File: src/rtl/gdfh_pkg.sv
// constants shared by the gate driver fault handler
// assumes a 100 MHz core clock; no register bus, all settings are ports
package gdfh_pkg;
   // ---------------------------------------------------------------
   // overcurrent policy encoding
   // ---------------------------------------------------------------
   typedef enum logic [1:0] {
      gdfh_oc_limit   = 2'h0,
      gdfh_oc_latch   = 2'h1,
      gdfh_oc_report  = 2'h2,
      gdfh_oc_off     = 2'h3
   } gdfh_oc_policy_t;

   // ---------------------------------------------------------------
   // warning pin source selection
   // ---------------------------------------------------------------
   typedef enum logic [1:0] {
      gdfh_warn_both  = 2'h0,
      gdfh_warn_otw   = 2'h1,
      gdfh_warn_oc    = 2'h2
   } gdfh_warn_sel_t;

   // ---------------------------------------------------------------
   // timing
   // ---------------------------------------------------------------
   localparam int CLK_PERIOD_PS = 10_000;
   localparam int REPORT_TIME_US = 64;
   localparam int REPORT_CYCLES =
      (REPORT_TIME_US * 1_000_000) / CLK_PERIOD_PS;
   localparam int TIMER_W = 13;
   localparam logic [TIMER_W-1:0] TIMER_LOAD =
      TIMER_W'(REPORT_CYCLES - 1);
   localparam logic [TIMER_W-1:0] TIMER_ZERO = 13'h0000;

   // ---------------------------------------------------------------
   // geometry and reset values
   // ---------------------------------------------------------------
   localparam int N_PHASE = 3;
   localparam int N_SW = 6;
   localparam logic [5:0] SW_NONE = 6'h00;
endpackage : gdfh_pkg

File: src/rtl/gdfh_timer.sv
// restartable 64 us down counter for report and off-time windows
// assumes the core clock of the package; restart wins over expiry
`timescale 1ns/10ps
`default_nettype none
module gdfh_timer (
   input wire logic clock_i,
   input wire logic srst_i,
   input wire logic restart_i,
   input wire logic cancel_i,
   output logic running_o
);
   logic [gdfh_pkg::TIMER_W-1:0] count;

   // ---------------------------------------------------------------
   // counter
   // ---------------------------------------------------------------
   always_ff @(posedge clock_i) begin
      if (srst_i) begin
         count <= gdfh_pkg::TIMER_ZERO;
         running_o <= 1'b0;
      end else if (restart_i) begin
         count <= gdfh_pkg::TIMER_LOAD;
         running_o <= 1'b1;
      end else if (cancel_i || count == gdfh_pkg::TIMER_ZERO) begin
         running_o <= 1'b0;
      end else begin
         count <= count - 1'b1;
      end
   end
endmodule : gdfh_timer
`default_nettype wire

File: src/rtl/gdfh_fault_handler.sv
// fault protection and reporting for a three-phase gate driver
// assumes comparator, supply and pwm inputs are synchronous to clock_i
// and that gate enable has already been decoded into quick/full resets
`timescale 1ns/10ps
`default_nettype none
module gdfh_fault_handler (
   input wire logic clock_i,
   input wire logic srst_i,
   // gate enable decoded events
   input wire logic enable_i,
   input wire logic quick_reset_i,
   input wire logic full_reset_i,
   // command side
   input wire logic cmd_write_i,
   input wire logic [1:0] policy_wdata_i,
   input wire logic [1:0] warn_sel_wdata_i,
   input wire logic off_time_wdata_i,
   input wire logic gate_reset_wdata_i,
   input wire logic read_done_i,
   // sensing
   input wire logic [5:0] oc_detect_i,
   input wire logic main_supply_undervoltage_i,
   input wire logic gate_supply_undervoltage_i,
   input wire logic gate_supply_overvoltage_i,
   input wire logic digital_supply_undervoltage_i,
   input wire logic overtemp_warning_i,
   input wire logic overtemp_gate_shutdown_i,
   input wire logic [2:0] pwm_cycle_i,
   input wire logic [5:0] gate_cmd_i,
   // gate side: bits 0,2,4 high gates, 1,3,5 low gates
   output logic [5:0] gate_out_o,
   output logic charge_pump_en_o,
   output logic cmd_ignored_o,
   // open-drain indicator pins, enable high pulls low
   output logic fault_indicator_n_o,
   output logic fault_indicator_n_oe_o,
   output logic warning_indicator_n_o,
   output logic warning_indicator_n_oe_o,
   // status
   output logic [1:0] overcurrent_policy_o,
   output logic [1:0] warn_sel_o,
   output logic per_cycle_limit_o,
   output logic status_fault_o,
   output logic [5:0] status_oc_o,
   output logic status_main_uv_o,
   output logic status_gate_uv_o,
   output logic status_gate_ov_o,
   output logic status_otw_o,
   output logic status_otsd_o
);
   gdfh_pkg::gdfh_oc_policy_t policy;
   gdfh_pkg::gdfh_warn_sel_t warn_sel;
   logic off_time;
   logic [5:0] oc_hit;
   logic [5:0] sw_limited;
   logic [2:0] phase_latched;
   logic oc_latched;
   logic ov_latched;
   logic otsd_latched;
   logic soft_reset;
   logic digital_supply_uv_q;
   logic status_clear;
   logic timer_running;
   logic timer_restart;
   logic timer_cancel;
   logic ready;
   logic next_fault;
   logic next_warn;
   logic oc_warn;
   logic [5:0] next_gate;
   logic [5:0] phase_mask;

   // ---------------------------------------------------------------
   // configuration
   // ---------------------------------------------------------------
   // defaults restored under main undervoltage, kept under overtemp
   always_ff @(posedge clock_i) begin
      if (srst_i || full_reset_i || main_supply_undervoltage_i) begin
         policy <= gdfh_pkg::gdfh_oc_limit;
         warn_sel <= gdfh_pkg::gdfh_warn_both;
         off_time <= 1'b0;
      end else if (cmd_write_i) begin
         policy <= gdfh_pkg::gdfh_oc_policy_t'(policy_wdata_i);
         if (warn_sel_wdata_i != 2'h3) begin
            warn_sel <= gdfh_pkg::gdfh_warn_sel_t'(warn_sel_wdata_i);
         end
         off_time <= off_time_wdata_i;
      end
   end

   always_ff @(posedge clock_i) begin
      if (srst_i) begin
         cmd_ignored_o <= 1'b0;
      end else begin
         cmd_ignored_o <= main_supply_undervoltage_i;
      end
   end

   assign soft_reset = quick_reset_i || full_reset_i ||
      (cmd_write_i && gate_reset_wdata_i && !main_supply_undervoltage_i);

   // ---------------------------------------------------------------
   // overcurrent qualification
   // ---------------------------------------------------------------
   // a disabled policy blanks the detections before anything sees them
   assign oc_hit = (policy == gdfh_pkg::gdfh_oc_off) ?
      gdfh_pkg::SW_NONE : oc_detect_i;

   // ---------------------------------------------------------------
   // latched faults
   // ---------------------------------------------------------------
   always_ff @(posedge clock_i) begin
      if (srst_i) begin
         oc_latched <= 1'b0;
         phase_latched <= 3'h0;
      end else if (policy == gdfh_pkg::gdfh_oc_latch && |oc_hit) begin
         oc_latched <= 1'b1;
         phase_latched <= phase_latched | {oc_hit[5] | oc_hit[4],
            oc_hit[3] | oc_hit[2], oc_hit[1] | oc_hit[0]};
      end else if (soft_reset) begin
         oc_latched <= 1'b0;
         phase_latched <= 3'h0;
      end
   end

   // only a full enable reset clears overvoltage
   always_ff @(posedge clock_i) begin
      if (srst_i) begin
         ov_latched <= 1'b0;
      end else if (gate_supply_overvoltage_i) begin
         ov_latched <= 1'b1;
      end else if (full_reset_i) begin
         ov_latched <= 1'b0;
      end
   end

   // reset only takes once cool: the detector still high keeps it set
   always_ff @(posedge clock_i) begin
      if (srst_i) begin
         otsd_latched <= 1'b0;
      end else if (overtemp_gate_shutdown_i) begin
         otsd_latched <= 1'b1;
      end else if (soft_reset) begin
         otsd_latched <= 1'b0;
      end
   end

   // ---------------------------------------------------------------
   // current limit and report timing
   // ---------------------------------------------------------------
   assign timer_restart = |oc_hit &&
      (policy == gdfh_pkg::gdfh_oc_limit ||
       policy == gdfh_pkg::gdfh_oc_report);
   assign timer_cancel = policy == gdfh_pkg::gdfh_oc_limit && !off_time &&
      (sw_limited == gdfh_pkg::SW_NONE);

   gdfh_timer u_timer (
      .clock_i(clock_i),
      .srst_i(srst_i),
      .restart_i(timer_restart),
      .cancel_i(timer_cancel),
      .running_o(timer_running)
   );

   // offending switch off until its pwm cycle, or until the window ends
   generate
      for (genvar s = 0; s < gdfh_pkg::N_SW; s++) begin : g_sw
         always_ff @(posedge clock_i) begin
            if (srst_i || policy != gdfh_pkg::gdfh_oc_limit) begin
               sw_limited[s] <= 1'b0;
            end else if (oc_hit[s]) begin
               sw_limited[s] <= 1'b1;
            end else if (pwm_cycle_i[s/2] ||
                         (off_time && !timer_running)) begin
               sw_limited[s] <= 1'b0;
            end
         end
      end
   endgenerate

   assign oc_warn = timer_running &&
      (policy == gdfh_pkg::gdfh_oc_report ||
       policy == gdfh_pkg::gdfh_oc_limit);

   // ---------------------------------------------------------------
   // status bits
   // ---------------------------------------------------------------
   always_ff @(posedge clock_i) begin
      if (srst_i) begin
         digital_supply_uv_q <= 1'b0;
      end else begin
         digital_supply_uv_q <= digital_supply_undervoltage_i;
      end
   end

   assign status_clear = (digital_supply_uv_q && !digital_supply_undervoltage_i) ||
      soft_reset;

   // new event wins over a completing read
   always_ff @(posedge clock_i) begin
      if (srst_i || status_clear) begin
         status_oc_o <= gdfh_pkg::SW_NONE;
      end else if (|oc_hit) begin
         status_oc_o <= (read_done_i ? gdfh_pkg::SW_NONE : status_oc_o) |
            oc_hit;
      end else if (read_done_i) begin
         status_oc_o <= gdfh_pkg::SW_NONE;
      end
   end

   always_ff @(posedge clock_i) begin
      if (srst_i) begin
         status_fault_o <= 1'b0;
         status_main_uv_o <= 1'b0;
         status_gate_uv_o <= 1'b0;
         status_gate_ov_o <= 1'b0;
         status_otw_o <= 1'b0;
         status_otsd_o <= 1'b0;
      end else begin
         // digital undervoltage stays off the status bit
         status_fault_o <= oc_latched || ov_latched || otsd_latched ||
            main_supply_undervoltage_i || gate_supply_undervoltage_i;
         status_main_uv_o <= main_supply_undervoltage_i;
         status_gate_uv_o <= gate_supply_undervoltage_i;
         status_gate_ov_o <= ov_latched;
         status_otw_o <= overtemp_warning_i;
         status_otsd_o <= otsd_latched;
      end
   end

   always_ff @(posedge clock_i) begin
      if (srst_i) begin
         overcurrent_policy_o <= 2'h0;
         warn_sel_o <= 2'h0;
         per_cycle_limit_o <= 1'b1;
      end else begin
         overcurrent_policy_o <= policy;
         warn_sel_o <= warn_sel;
         per_cycle_limit_o <= !off_time;
      end
   end

   // ---------------------------------------------------------------
   // readiness
   // ---------------------------------------------------------------
   always_ff @(posedge clock_i) begin
      if (srst_i || !enable_i) begin
         ready <= 1'b0;
      end else begin
         ready <= 1'b1;
      end
   end

   // ---------------------------------------------------------------
   // gate outputs and indicators
   // ---------------------------------------------------------------
   // digital undervoltage is only on the pin, never in status
   assign next_fault = oc_latched || ov_latched || otsd_latched ||
      main_supply_undervoltage_i || gate_supply_undervoltage_i ||
      digital_supply_undervoltage_i;

   always_comb begin
      next_warn = otsd_latched;
      case (warn_sel)
         gdfh_pkg::gdfh_warn_otw: next_warn = next_warn ||
            overtemp_warning_i;
         gdfh_pkg::gdfh_warn_oc: next_warn = next_warn || oc_warn;
         default: next_warn = next_warn || oc_warn ||
            overtemp_warning_i;
      endcase
   end

   generate
      for (genvar p = 0; p < gdfh_pkg::N_PHASE; p++) begin : g_ph
         assign phase_mask[2*p+1:2*p] = {2{phase_latched[p]}};
      end
   endgenerate

   // shutdown dominates everything; a hit in the same cycle is caught too
   always_comb begin
      next_gate = gate_cmd_i & ~phase_mask & ~sw_limited & ~oc_hit_mask();
      if (!ready || main_supply_undervoltage_i ||
          gate_supply_undervoltage_i || digital_supply_undervoltage_i ||
          ov_latched || otsd_latched) begin
         next_gate = gdfh_pkg::SW_NONE;
      end
   end

   function automatic logic [5:0] oc_hit_mask();
      logic [5:0] m;
      m = gdfh_pkg::SW_NONE;
      if (policy == gdfh_pkg::gdfh_oc_latch) begin
         m = {{2{oc_hit[5] | oc_hit[4]}}, {2{oc_hit[3] | oc_hit[2]}},
            {2{oc_hit[1] | oc_hit[0]}}};
      end else if (policy == gdfh_pkg::gdfh_oc_limit) begin
         m = oc_hit;
      end
      return m;
   endfunction : oc_hit_mask

   always_ff @(posedge clock_i) begin
      if (srst_i) begin
         gate_out_o <= gdfh_pkg::SW_NONE;
         charge_pump_en_o <= 1'b0;
         fault_indicator_n_o <= 1'b0;
         fault_indicator_n_oe_o <= 1'b1;
         warning_indicator_n_o <= 1'b0;
         warning_indicator_n_oe_o <= 1'b0;
      end else begin
         gate_out_o <= next_gate;
         charge_pump_en_o <= enable_i && !ov_latched && !otsd_latched;
         fault_indicator_n_o <= 1'b0;
         fault_indicator_n_oe_o <= next_fault || !ready;
         warning_indicator_n_o <= 1'b0;
         warning_indicator_n_oe_o <= next_warn;
      end
   end
endmodule : gdfh_fault_handler
`default_nettype wire

File: config.mk
export PLATFORM = sky130hd
export DESIGN_NAME = gdfh_fault_handler
export DESIGN_NICKNAME = d
export VERILOG_FILES = /design/src/rtl/gdfh_pkg.sv /design/src/rtl/gdfh_timer.sv /design/src/rtl/gdfh_fault_handler.sv
export SDC_FILE = /design/constraint.sdc
export NUM_CORES = 1
export LEC_CHECK = 0
export BUFFER_PORTS_ARGS = -buffer_cell sky130_fd_sc_hd__clkbuf_2
export CAP_MARGIN = 5
export CORE_UTILIZATION = 50
export DETAILED_ROUTE_END_ITERATION = 8
export PLACE_DENSITY = 0.8
export SYNTH_ARGS = -nofsm -noshare
export SYNTH_HDL_FRONTEND = slang
export SYNTH_SLANG_ARGS = --single-unit
File: constraint.sdc
create_clock -name clock_i -period 2.4 [get_ports clock_i]
set_clock_uncertainty 0.1 [all_clocks]
set_input_delay 0.12 -clock clock_i [delete_from_list [all_inputs] [get_ports clock_i]]
set_output_delay 0.12 -clock clock_i [all_outputs]
set_load 0.05 [all_outputs]
==> results.md, run 1 <==
* Outcome: completed
* NumNets Final at 393
* Layout Cells excl Fill at ~410
* Crit path required time at 2530 ps
* Reg clk slew, reported paths at 70 ps
* CP Data Arrival Time at 2370 ps
* Final hold violations at 0
* HP Start: pwm_cycle_i[2]
* Port Buffers at 60
* CTS Root Cell: clkbuf_8
* CP max FO at 31
* Vias in the first global route at 2,185
* DIE AREA at 0.00511 mm2
* Post-CTS setup buffer count at 0
* Critical path's slowest cell: dlygate4sd3_1
* Hold path endpoint: sw_limited[5]
* Hold buffer count at CTS at 26
* DR vias at 2,269
* Worst skew pair latency at ~340 ps
* Min-Delay Path Depth at 4
* Start point of the critical path: srst_i
* Initial Utilization at 53.6%
* Largest net degree at the start of global routing at 32
* Switching portion of total power at 26.2%
* Cells along the critical path: dlygate4sd3_1 > clkbuf_2 > buf_4 > clkinv_1 > nand3_1 > nor3_1 > dlygate4sd3_1
* Most frequent cells in the layout: 60 x clkbuf_2, 59 x dfxtp_1, 34 x nor2_1
* Flop2flop setup slack at ~230 ps
* Number of routed nets with antenna violations at 0
* Global-route wire length before repair at 9580 um
* Die X at approximately 72 um
* Commonest non-fill, non-tap cell in the layout: clkbuf_2
* Netlist cell types at 43
* Grt met3 use at 5.77%
* Leak at roughly 0.0014 uW
* Comb pwr share at 11.7%
* Post-DP HPWL at 3820 um
* Area taken by multi-input logic gates at 0.00110 mm2
* Final worst-path setup slack at 163 ps
* Reg power frac at about 48%
* Clock power share at 40.2%
* DP Worst Slack at ~250 ps
* FF/Latch Area at 0.00118 mm2
* Placed Cells at 372
* Slew HR at 65.5%
* CTS Sinks at 59
* Final TNS setup at 0 ps
* Area growth syn-to-layout at 32.7%
* First drt pass iteration count at 4
* Fmax at between 400 and 500 MHz
* RSZ-0062 raised after global routing: no
* Worst slew pin tran at 515 ps
* Final min period at 2240 ps
* GRT Util Overall at 24.5%
* Number of diodes at 0
* M1 GR Usage at 30.2%
* Synthesized flop and latch total at a little under 60
* Sw Pwr at 569 uW
* Pwr dens at around 680 mW/mm2
* Post-synth EDFFs at 0
* Fraction of layout cells with a size suffix above 1 at 25.4%
* Final period util at 93.2%
* CTS tree: built
* Clock Tree Buf Depth at 2
* Via density at 5.48
* Initial antenna violation count at 0
* CTS buffer count at 9
* Hold WC Path Type: in2reg
* Post-cts sizing count at 0
* CP Class: in2reg
* Int Power at 1600 uW
* Worst VDD drop at 0.585 mV
* Critical path's most frequent cell: dlygate4sd3_1
* Die Y at 71.5 um
* FF-to-FF path depth at 6
* Post-Syn Area at 0.00242 mm2
* Worst setup EP type: flip-flop
* Grt met2 use at about two fifths
* FF-to-FF Start: u_timer.count[0]
* GRT busiest layer: met2
* Routed wire length per instance at 14.0 um
* Crit path launch type: input pin
* RR Endpoint: u_timer.count[6]
* Mapped Cells at 264
* DRC at 0
* Max cap viols at 0
* Slowest stage delay, CP at about 560 ps
* # rows at 24
* Smallest hold slack at 21.4 ps
* Core area at 0.00450 mm2
* Final setup viols at 0
* Layout fillers at approximately 340
* CTS H-tree depth at 3
* Post-synth ARST share at 0%
* Initial detailed-routing violation count at about 100
* Syn_area_per_cell at between 9 and 10 um2
* Top FF cell, synth: dfxtp_1
* Sequential fraction of the synthesis area at 48.9%
* Post-Route WL at 5780 um
* GR Overflow Total at 0
* Top Ports at 63
* Slew Viols, Final at 0
* Routability congestion estimate at 0.862
* Synth warn at 0
==> synth_stat cells (5+ instances only) <==
cell type | instances | area, um2
a21oi_1 | 21 | 105
a31oi_1 | 8 | 50.1
or3_1 | 5 | 31.3
or4_1 | 10 | 75.1
nor2_1 | 34 | 128
nand2_1 | 8 | 30.0
a2111oi_0 | 6 | 52.6
nor2b_1 | 16 | 100
o31ai_1 | 6 | 45.0
dfxtp_1 | 59 | 1180
mux2i_1 | 5 | 50.1
o21ai_0 | 9 | 45.0
inv_1 | 17 | 63.8
nor3_1 | 6 | 30.0
==> logic make-up after synthesis <==
group	after synthesis	share of synthesized area, %
buf+inv	29	5.70
mux	5	2.07
compound gates	64	17.7
flops	59	48.9
fa+ha+maj	2	1.04
simple gates	104	24.4
other cells	1	0.155
==> area by class of cell <==
cell class / instances / share of cell area, %
clock inverter: 4 / 1.60
multi-input combinational: 177 / 34.3
sequential: 59 / 36.8
inverter: 18 / 2.11
tap: 52 / 2.03
clock buffer: 12 / 4.21
timing repair buffer: 92 / 18.9
==> critical path: cells and delay by family <==
| kind | cells | cell delay (ps) |
|---|---|---|
| AND/OR/NAND/NOR | 2 | 370 |
| buffers and inverters | 5 | 1870 |
==> worst max path at each step <==
| stage | to | slack (ps) |
|---|---|---|
| finish | warn_sel[0] | 160 |
| global route | warn_sel[0] | 50 |
| CTS | warn_sel[0] | 200 |
| detailed placement | u_timer.count[6] | 250 |
| global placement | gate_out_o[4] | 270 |
| floorplan | u_timer.count[1] | 350 |
==> power groups by stage <==
stage,registers [uW],clock network (uW),logic [uW]
floorplan,1100,0,115
global placement,1060,0,216
detailed placement,1060,0,218
CTS,1040,880,252
global route,1050,916,277
finish,1040,872,255
==> sequential cells by signal, summed over array words and instances, names as in the netlist, 2 cells and up <==
register	flops
overcurrent_policy_o	2
phase_latched	3
status_oc_o	6
u_timer.count	13
gate_out_o	6
warn_sel	2
policy	2
sw_limited	6
warn_sel_o	2
==> through the flow <==
step	total power, uW	util (%)	instance area, um2
after floorplan	1210	-	2420
after global placement	1280	61.3	2760
after detailed placement	1280	61.3	2760
after CTS	2170	71.2	3210
after global routing	2240	71.2	3210
final	2170	71.2	3210
==> layer usage <==
layer  wire, um  vias up
li1           -     1133
met1       2680     1057
met2       2750       66
met3        236       13
met4        116        0
met5          0        -
(Power assumes the default switching activity.)
==> run 2: changes to the inputs <==
--- a/config.mk
+++ b/config.mk
@@ -7,9 +7,10 @@
 export LEC_CHECK = 0
 export BUFFER_PORTS_ARGS = -buffer_cell sky130_fd_sc_hd__clkbuf_2
 export CAP_MARGIN = 5
-export CORE_UTILIZATION = 50
+export CORE_UTILIZATION = 52
 export DETAILED_ROUTE_END_ITERATION = 8
-export PLACE_DENSITY = 0.8
+export PLACE_DENSITY = 0.83
+export REMOVE_ABC_BUFFERS = 1
 export SYNTH_ARGS = -nofsm -noshare
 export SYNTH_HDL_FRONTEND = slang
 export SYNTH_SLANG_ARGS = --single-unit
==> run 2 against run 1 <==
Flip-flop and latch count unchanged. Largest cell class unchanged. Critical path type unchanged. Clock power increased by 4.9%. Sequential share of layout area fell by 0.21 points. Setup slack improved by 20 ps. Highest routed layer unchanged. Maximum frequency up 0.89%.
==> results.md, run 2 (synthesis gave the netlist of run 1 again) <==
* Outcome: completed
* DR vias at 2,323
* GRT Util Overall at 26.8%
* Finished Core Util at 73.1%
* Global-route wire length before repair at slightly above 10,000 um
* Slowest stage delay, CP at 570 ps
* CTS Root Cell: clkbuf_8
* FF-to-FF path depth at 6
* Clock Tree Buf Depth at 2
* Initial antenna violation count at 0
* Worst Setup EP: warn_sel[1]
* GR Overflow Total at 0
* Area taken by multi-input logic gates at 0.00110 mm2
* Final TNS setup at 0 ps
* Worst slew pin tran at between 500 and 600 ps
* CP max FO at 31
* Leak at ~0.0014 uW
* CP Class: in2reg
* Placed Cells at 372
* FF-to-FF Start: u_timer.count[0]
* Core area at 0.00441 mm2
* NumNets Final at 393
* Most frequent cells in the layout: 60 x clkbuf_2, 59 x dfxtp_1, 34 x nor2_1
* Layout fillers at 311
* Commonest non-fill, non-tap cell in the layout: clkbuf_2
* Post-CTS setup buffer count at 0
* Number of diodes at 0
* Worst setup EP type: flip-flop
* Hold WC Path Type: in2reg
* CTS buffer count at 9
* Final min period at 2220 ps
* RSZ-0062 raised after global routing: no
* Layout Cells excl Fill at 414
* Number of routed nets with antenna violations at 0
* Final period util at 92.4%
* Die Y at 70.2 um
* Fraction of layout cells with a size suffix above 1 at 26.5%
* Final setup viols at 0
* CP Depth at 7
* CP Data Arrival Time at roughly 2400 ps
* Flop2flop setup slack at ~220 ps
* Reg clk slew, reported paths at roughly 70 ps
* Routed wire length per instance at 14.6 um
* Cells along the critical path: dlygate4sd3_1 > clkbuf_2 > buf_4 > clkinvlp_4 > nand3_1 > nor3_1 > dlygate4sd3_1
* Start point of the critical path: srst_i
* Min-Delay Path Depth at 4
* Top Ports at 63
* Routability congestion estimate at around 0.9
* CTS H-tree depth at 3
* DRC at 0
* CTS Sinks at 59
* Slew HR at 64.5%
* Port Buffers at 60
* Fmax at ~450 MHz
* Slew Viols, Final at 0
* Largest net degree at the start of global routing at 32
* Die X at 70.2 um
* FF/Latch Area at roughly 0.0012 mm2
* Max reg flops at 13
* Vias in the first global route at ~2,300
* Register bank with the most flops: u_timer.count
* RR Endpoint: u_timer.count[6]
* First drt pass iteration count at 4
* Crit path required time at approximately 2500 ps
* Pwr dens at 688 mW/mm2
* Crit path launch type: input pin
* Power Total at 2220 uW
* Max cap viols at 0
* Post-Route WL at 6040 um
* Worst skew pair latency at 350 ps
* Post-DP HPWL at 3740 um
* # rows at 24
* Final hold violations at 0
* Area growth syn-to-layout at 33.5%
* DIE AREA at 0.00492 mm2
* WP buf/inv at 5
* Critical path's most frequent cell: dlygate4sd3_1
* Critical path's slowest cell: dlygate4sd3_1
* Initial Utilization at 54.7%
* Via density at about 5.6
* CP top delay family: buffers and inverters
* Worst VDD drop at 0.578 mV
* Initial detailed-routing violation count at 149
* HP Start: pwm_cycle_i[2]
* CTS tree: built
-- run 2: cell count changes in the layout (fill, tap and decap cells not counted) --
cell	before	now
clkbuf_1	3	0
clkinv_4	1	3
clkinv_1	1	0
clkinvlp_4	1	2
inv_6	0	1
-- run 2: repair_timing --
item | 4_1_cts | 5_1_grt
endpoints found under the hold margin | 31 | 0
endpoints found under the setup margin | 0 | 1
hold buffers | 26 | 0
resized for setup | 0 | 1
-- run 2: metal layers --
metal | track usage, % | routed length [um] | vias to the layer above
met4 | 10.4 | 103 | 0
li1 | - | - | 1139
met3 | 6.93 | 336 | 15
met1 | 34.2 | 2720 | 1086
met2 | 43.5 | 2880 | 83
met5 | 0 | 0 | -
-- run 2: layout make-up --
type,count,share of cell area [%]
Clock buffer,9,3.84
Clock inverter,7,2.40
Inverter,18,2.21
Multi-Input combinational cell,177,34.1
Sequential cell,59,36.6
Tap cell,52,2.02
Timing Repair Buffer,92,18.8
-- run 2: worst min-delay path by stage --
stage,endpoint
2_1_floorplan,digital_supply_uv_q
3_3_place_gp,otsd_latched
3_5_place_dp,gate_out_o[3]
4_1_cts,sw_limited[5]
5_1_grt,sw_limited[4]
6_report,sw_limited[4]
-- run 2: metrics by stage --
stage          hold WS, ps  area (um2)  setup WS [ps]
2_1_floorplan         86.7        2350            154
3_3_place_gp           233        2760            297
3_5_place_dp           239        2760            207
4_1_cts               2.17        3220            168
5_1_grt               31.7        3230           72.3
6_report              16.8        3230            182
-- run 2: worst min-delay path, cell delays in order --
cell and delay [ps]:
clkbuf_2 70, nor2_1 40, a21oi_1 130, nor2_1 40
-- run 2: report_power, final --
group / internal (uW) / leakage [uW] / switching (uW)
Combinational: 105 / 0.000778 / 154
Sequential: 1020 / 0.000485 / 28.8
Clock: 485 / 0.0000998 / 430
Total: 1610 / 0.00136 / 613
==> run 3: changes to the inputs <==
--- a/config.mk
+++ b/config.mk
@@ -7,10 +7,11 @@
 export LEC_CHECK = 0
 export BUFFER_PORTS_ARGS = -buffer_cell sky130_fd_sc_hd__clkbuf_2
 export CAP_MARGIN = 5
-export CORE_UTILIZATION = 52
+export CORE_UTILIZATION = 51
 export DETAILED_ROUTE_END_ITERATION = 8
-export PLACE_DENSITY = 0.83
+export PLACE_DENSITY = 0.82
 export REMOVE_ABC_BUFFERS = 1
 export SYNTH_ARGS = -nofsm -noshare
 export SYNTH_HDL_FRONTEND = slang
+export SYNTH_HIERARCHICAL = 1
 export SYNTH_SLANG_ARGS = --single-unit
==> run 3 against run 2 <==
Core utilization grew 1.7 points. Maximum frequency down 5.2%. Sequential share of layout area down 0.26 points. Power grew 9.5%. Via count is 6.0% lower. Global-route usage is 2.0 points lower. Setup slack worse by 120 ps. First-iteration DRC count increased by 6.0%. Largest cell class unchanged.
==> results.md, run 3 <==
* CTS H-tree depth at 3
* Start point of the critical path: main_supply_undervoltage_i
* First drt pass iteration count at 5
* Syn_area_per_cell at 9.08 um2
* CP top delay family: buffers and inverters
* CP max FO at 3
* Post-Route WL at approximately 5800 um
* GR Overflow Total at 0
* Post-DP HPWL at 3540 um
* Netlist cell types at 39
* Worst Setup EP: gate_out_o[2]
* Routability congestion estimate at roughly 0.9
* Hold WC Path Type: in2reg
* Leak at roughly 0.0014 uW
* Grt met2 use at a little under two fifths
* Port Buffers at 60
* Sw Pwr at ~590 uW
* Synthesized flop and latch total at 59
* Post-synth ARST share at 0%
* Area leader, netlist: dfxtp_1
* Outcome: completed
* Power Total at 2430 uW
* Switching portion of total power at 24.3%
* Main area contributors after synthesis: dfxtp_1 51%, a21oi_1 6.2%, nor2_1 5.5%, nor2b_1 4.8%, inv_1 2.3%
* Initial detailed-routing violation count at 158
* Synth warn at 6
* Max cap viols at 0
* Critical path's most frequent cell: dlygate4sd3_1
* Crit path required time at approximately 2600 ps
* Register bank with the most flops: u_timer/count
* GRT busiest layer: met2
* Final worst-path setup slack at 61.3 ps
* Synth top cells by count: 59 x dfxtp_1, 34 x nor2_1, 29 x a21oi_1
* Commonest non-fill, non-tap cell in the layout: clkbuf_2
* Slew Viols, Final at 0
* Largest net degree at the start of global routing at 37
* Number of diodes at 0
* CP Class: in2reg
* FF-to-FF path depth at 5
* DRC at 0
* Slew HR at between 50% and 60%
* CTS Sinks at 59
* Sequential fraction of the synthesis area at 50.8%
* Critical path's slowest cell: dlygate4sd3_1
* Post-CTS setup buffer count at 0
* Area growth syn-to-layout at 40.0%
* RR Endpoint: gate_out_o[2]
* WP buf/inv at 3
* DP Worst Slack at 115 ps
* Top-area cell type share of the netlist area at 50.8%
* Slowest stage delay, CP at about 600 ps
* Worst skew pair latency at ~340 ps
* CTS Root Cell: clkbuf_8
* Reg clk slew, reported paths at about 60 ps
* # rows at 24
* Global-route wire length before repair at 9370 um
* Worst VDD drop at between 0.4 and 0.5 mV
* DIE AREA at 0.00483 mm2
* Comb pwr share at 10.5%
* Vias in the first global route at between 2,000 and 2,500
* Post-synth EDFFs at 0
* Top FF cell, synth: dfxtp_1
* Reg power frac at 43.0%
* Die Y at 69.5 um
* M1 GR Usage at 32.4%
* Final hold violations at 0
* Flop2flop setup slack at 90 ps
* Fraction of layout cells with a size suffix above 1 at 26.7%
* FF-to-FF Start: ov_latched
* CP Depth at 7
* Number of routed nets with antenna violations at 0
* Clock Tree Buf Depth at 2
* Top Ports at 63
* Max reg flops at 13
* Fmax at 428 MHz
* Initial Utilization at 53.4%
* Final min period at 2340 ps
* CP Data Arrival Time at 2520 ps
* Worst slew pin tran at 605 ps
* Initial antenna violation count at 0
* Crit path launch type: input pin
* Via density at about 5.4
* Mapped Cells at 256
* Clock power share at about 46%
* Die X at 69.5 um
* Most common cell in the netlist: dfxtp_1
* Grt met3 use at 7.27%
* Most frequent cells in the layout: 60 x clkbuf_2, 57 x dfxtp_1, 34 x nor2_1
* GRT Util Overall at 24.9%
* Routed wire length per instance at ~14 um
* Pwr dens at around 750 mW/mm2
* CTS tree: built
* Post-Syn Area at 0.00232 mm2
* CTS buffer count at 9
* Cells along the critical path: dlygate4sd3_1 > clkbuf_2 > nor4_4 > nand2_2 > a211o_1 > a2111oi_0 > dlygate4sd3_1
* NumNets Final at 387
* Int Power at 1840 uW
* Worst setup EP type: flip-flop
* DR vias at around 2,200
* Final period util at 97.4%
* Final setup viols at 0
* Core area at ~0.0044 mm2
run 3: area by class of cell:
class,count,area (um2)
flip-flops and latches,59,1180
fillers,267,1100
multi-input cells,176,1100
repair buffers,91,608
clock buffers,10,138
clock inverters,6,111
well taps,52,65.1
inverters,14,52.6
run 3: per-layer routing:
metal	vias up	part of all wire, %
met4	0	1.7
met1	1002	45
met2	84	47
met5	-	0
met3	10	6.8
li1	1088	-
run 3: worst register-to-register path: stages (launching register included):
cell	delay (ps)
dfxtp_1	360
nor4_4	330
nand2_2	120
a211o_1	310
a2111oi_0	410
dlygate4sd3_1	610
run 3: timing repair:
| action | CTS | global route |
|---|---|---|
| hold buffers | 29 | 0 |
| setup endpoints to repair | 0 | 15 |
| gates resized for setup | 0 | 11 |
| hold endpoints to repair | 27 | 0 |
run 3: cells by family (layout without fill, tap and decap cells):
logic type | Yosys count | after routing | share of synthesized area, %
mux | 6 | 6 | 2.64
flops | 59 | 59 | 50.8
compound gates | 59 | 59 | 16.3
simple gates | 106 | 106 | 24.6
buf+inv | 22 | 121 | 4.04
fa+ha+maj | 2 | 2 | 1.08
xor+xnor | 1 | 1 | 0.377
other cells | 1 | 2 | 0.161
run 3: worst min-delay path by stage:
| stage | from | slack, ps | cells past startpoint | to |
|---|---|---|---|---|
| after global routing | oc_detect_i[0] | 40 | 3 | sw_limited[0] |
| final | oc_detect_i[0] | 20 | 3 | sw_limited[0] |
| after global placement | gate_supply_overvoltage_i | 230 | 3 | ov_latched |
| after detailed placement | overtemp_gate_shutdown_i | 240 | 3 | otsd_latched |
| after floorplan | srst_i | 90 | 1 | digital_supply_uv_q |
| after CTS | oc_detect_i[0] | 6 | 3 | sw_limited[0] |
run 3: stage by stage:
step	area, um2	setup TNS (ps)	util (%)	hold WS [ps]	instances
finish	3260	0	74.8	18.3	408
global route	3260	-167	74.8	37.8	408
CTS	3210	0	73.6	5.52	408
detailed placement	2670	0	61.3	241	363
global placement	2670	0	61.3	233	363
floorplan	2290	0	-	86.7	249
run 3: power by group through the flow:
stage               Combinational (uW)  Sequential (uW)  Clock [uW]
finish                             255             1050        1130
global route                       276             1050        1180
CTS                                246             1040        1130
detailed placement                 212             1060           0
global placement                   209             1060           0
floorplan                         93.4             1100           0
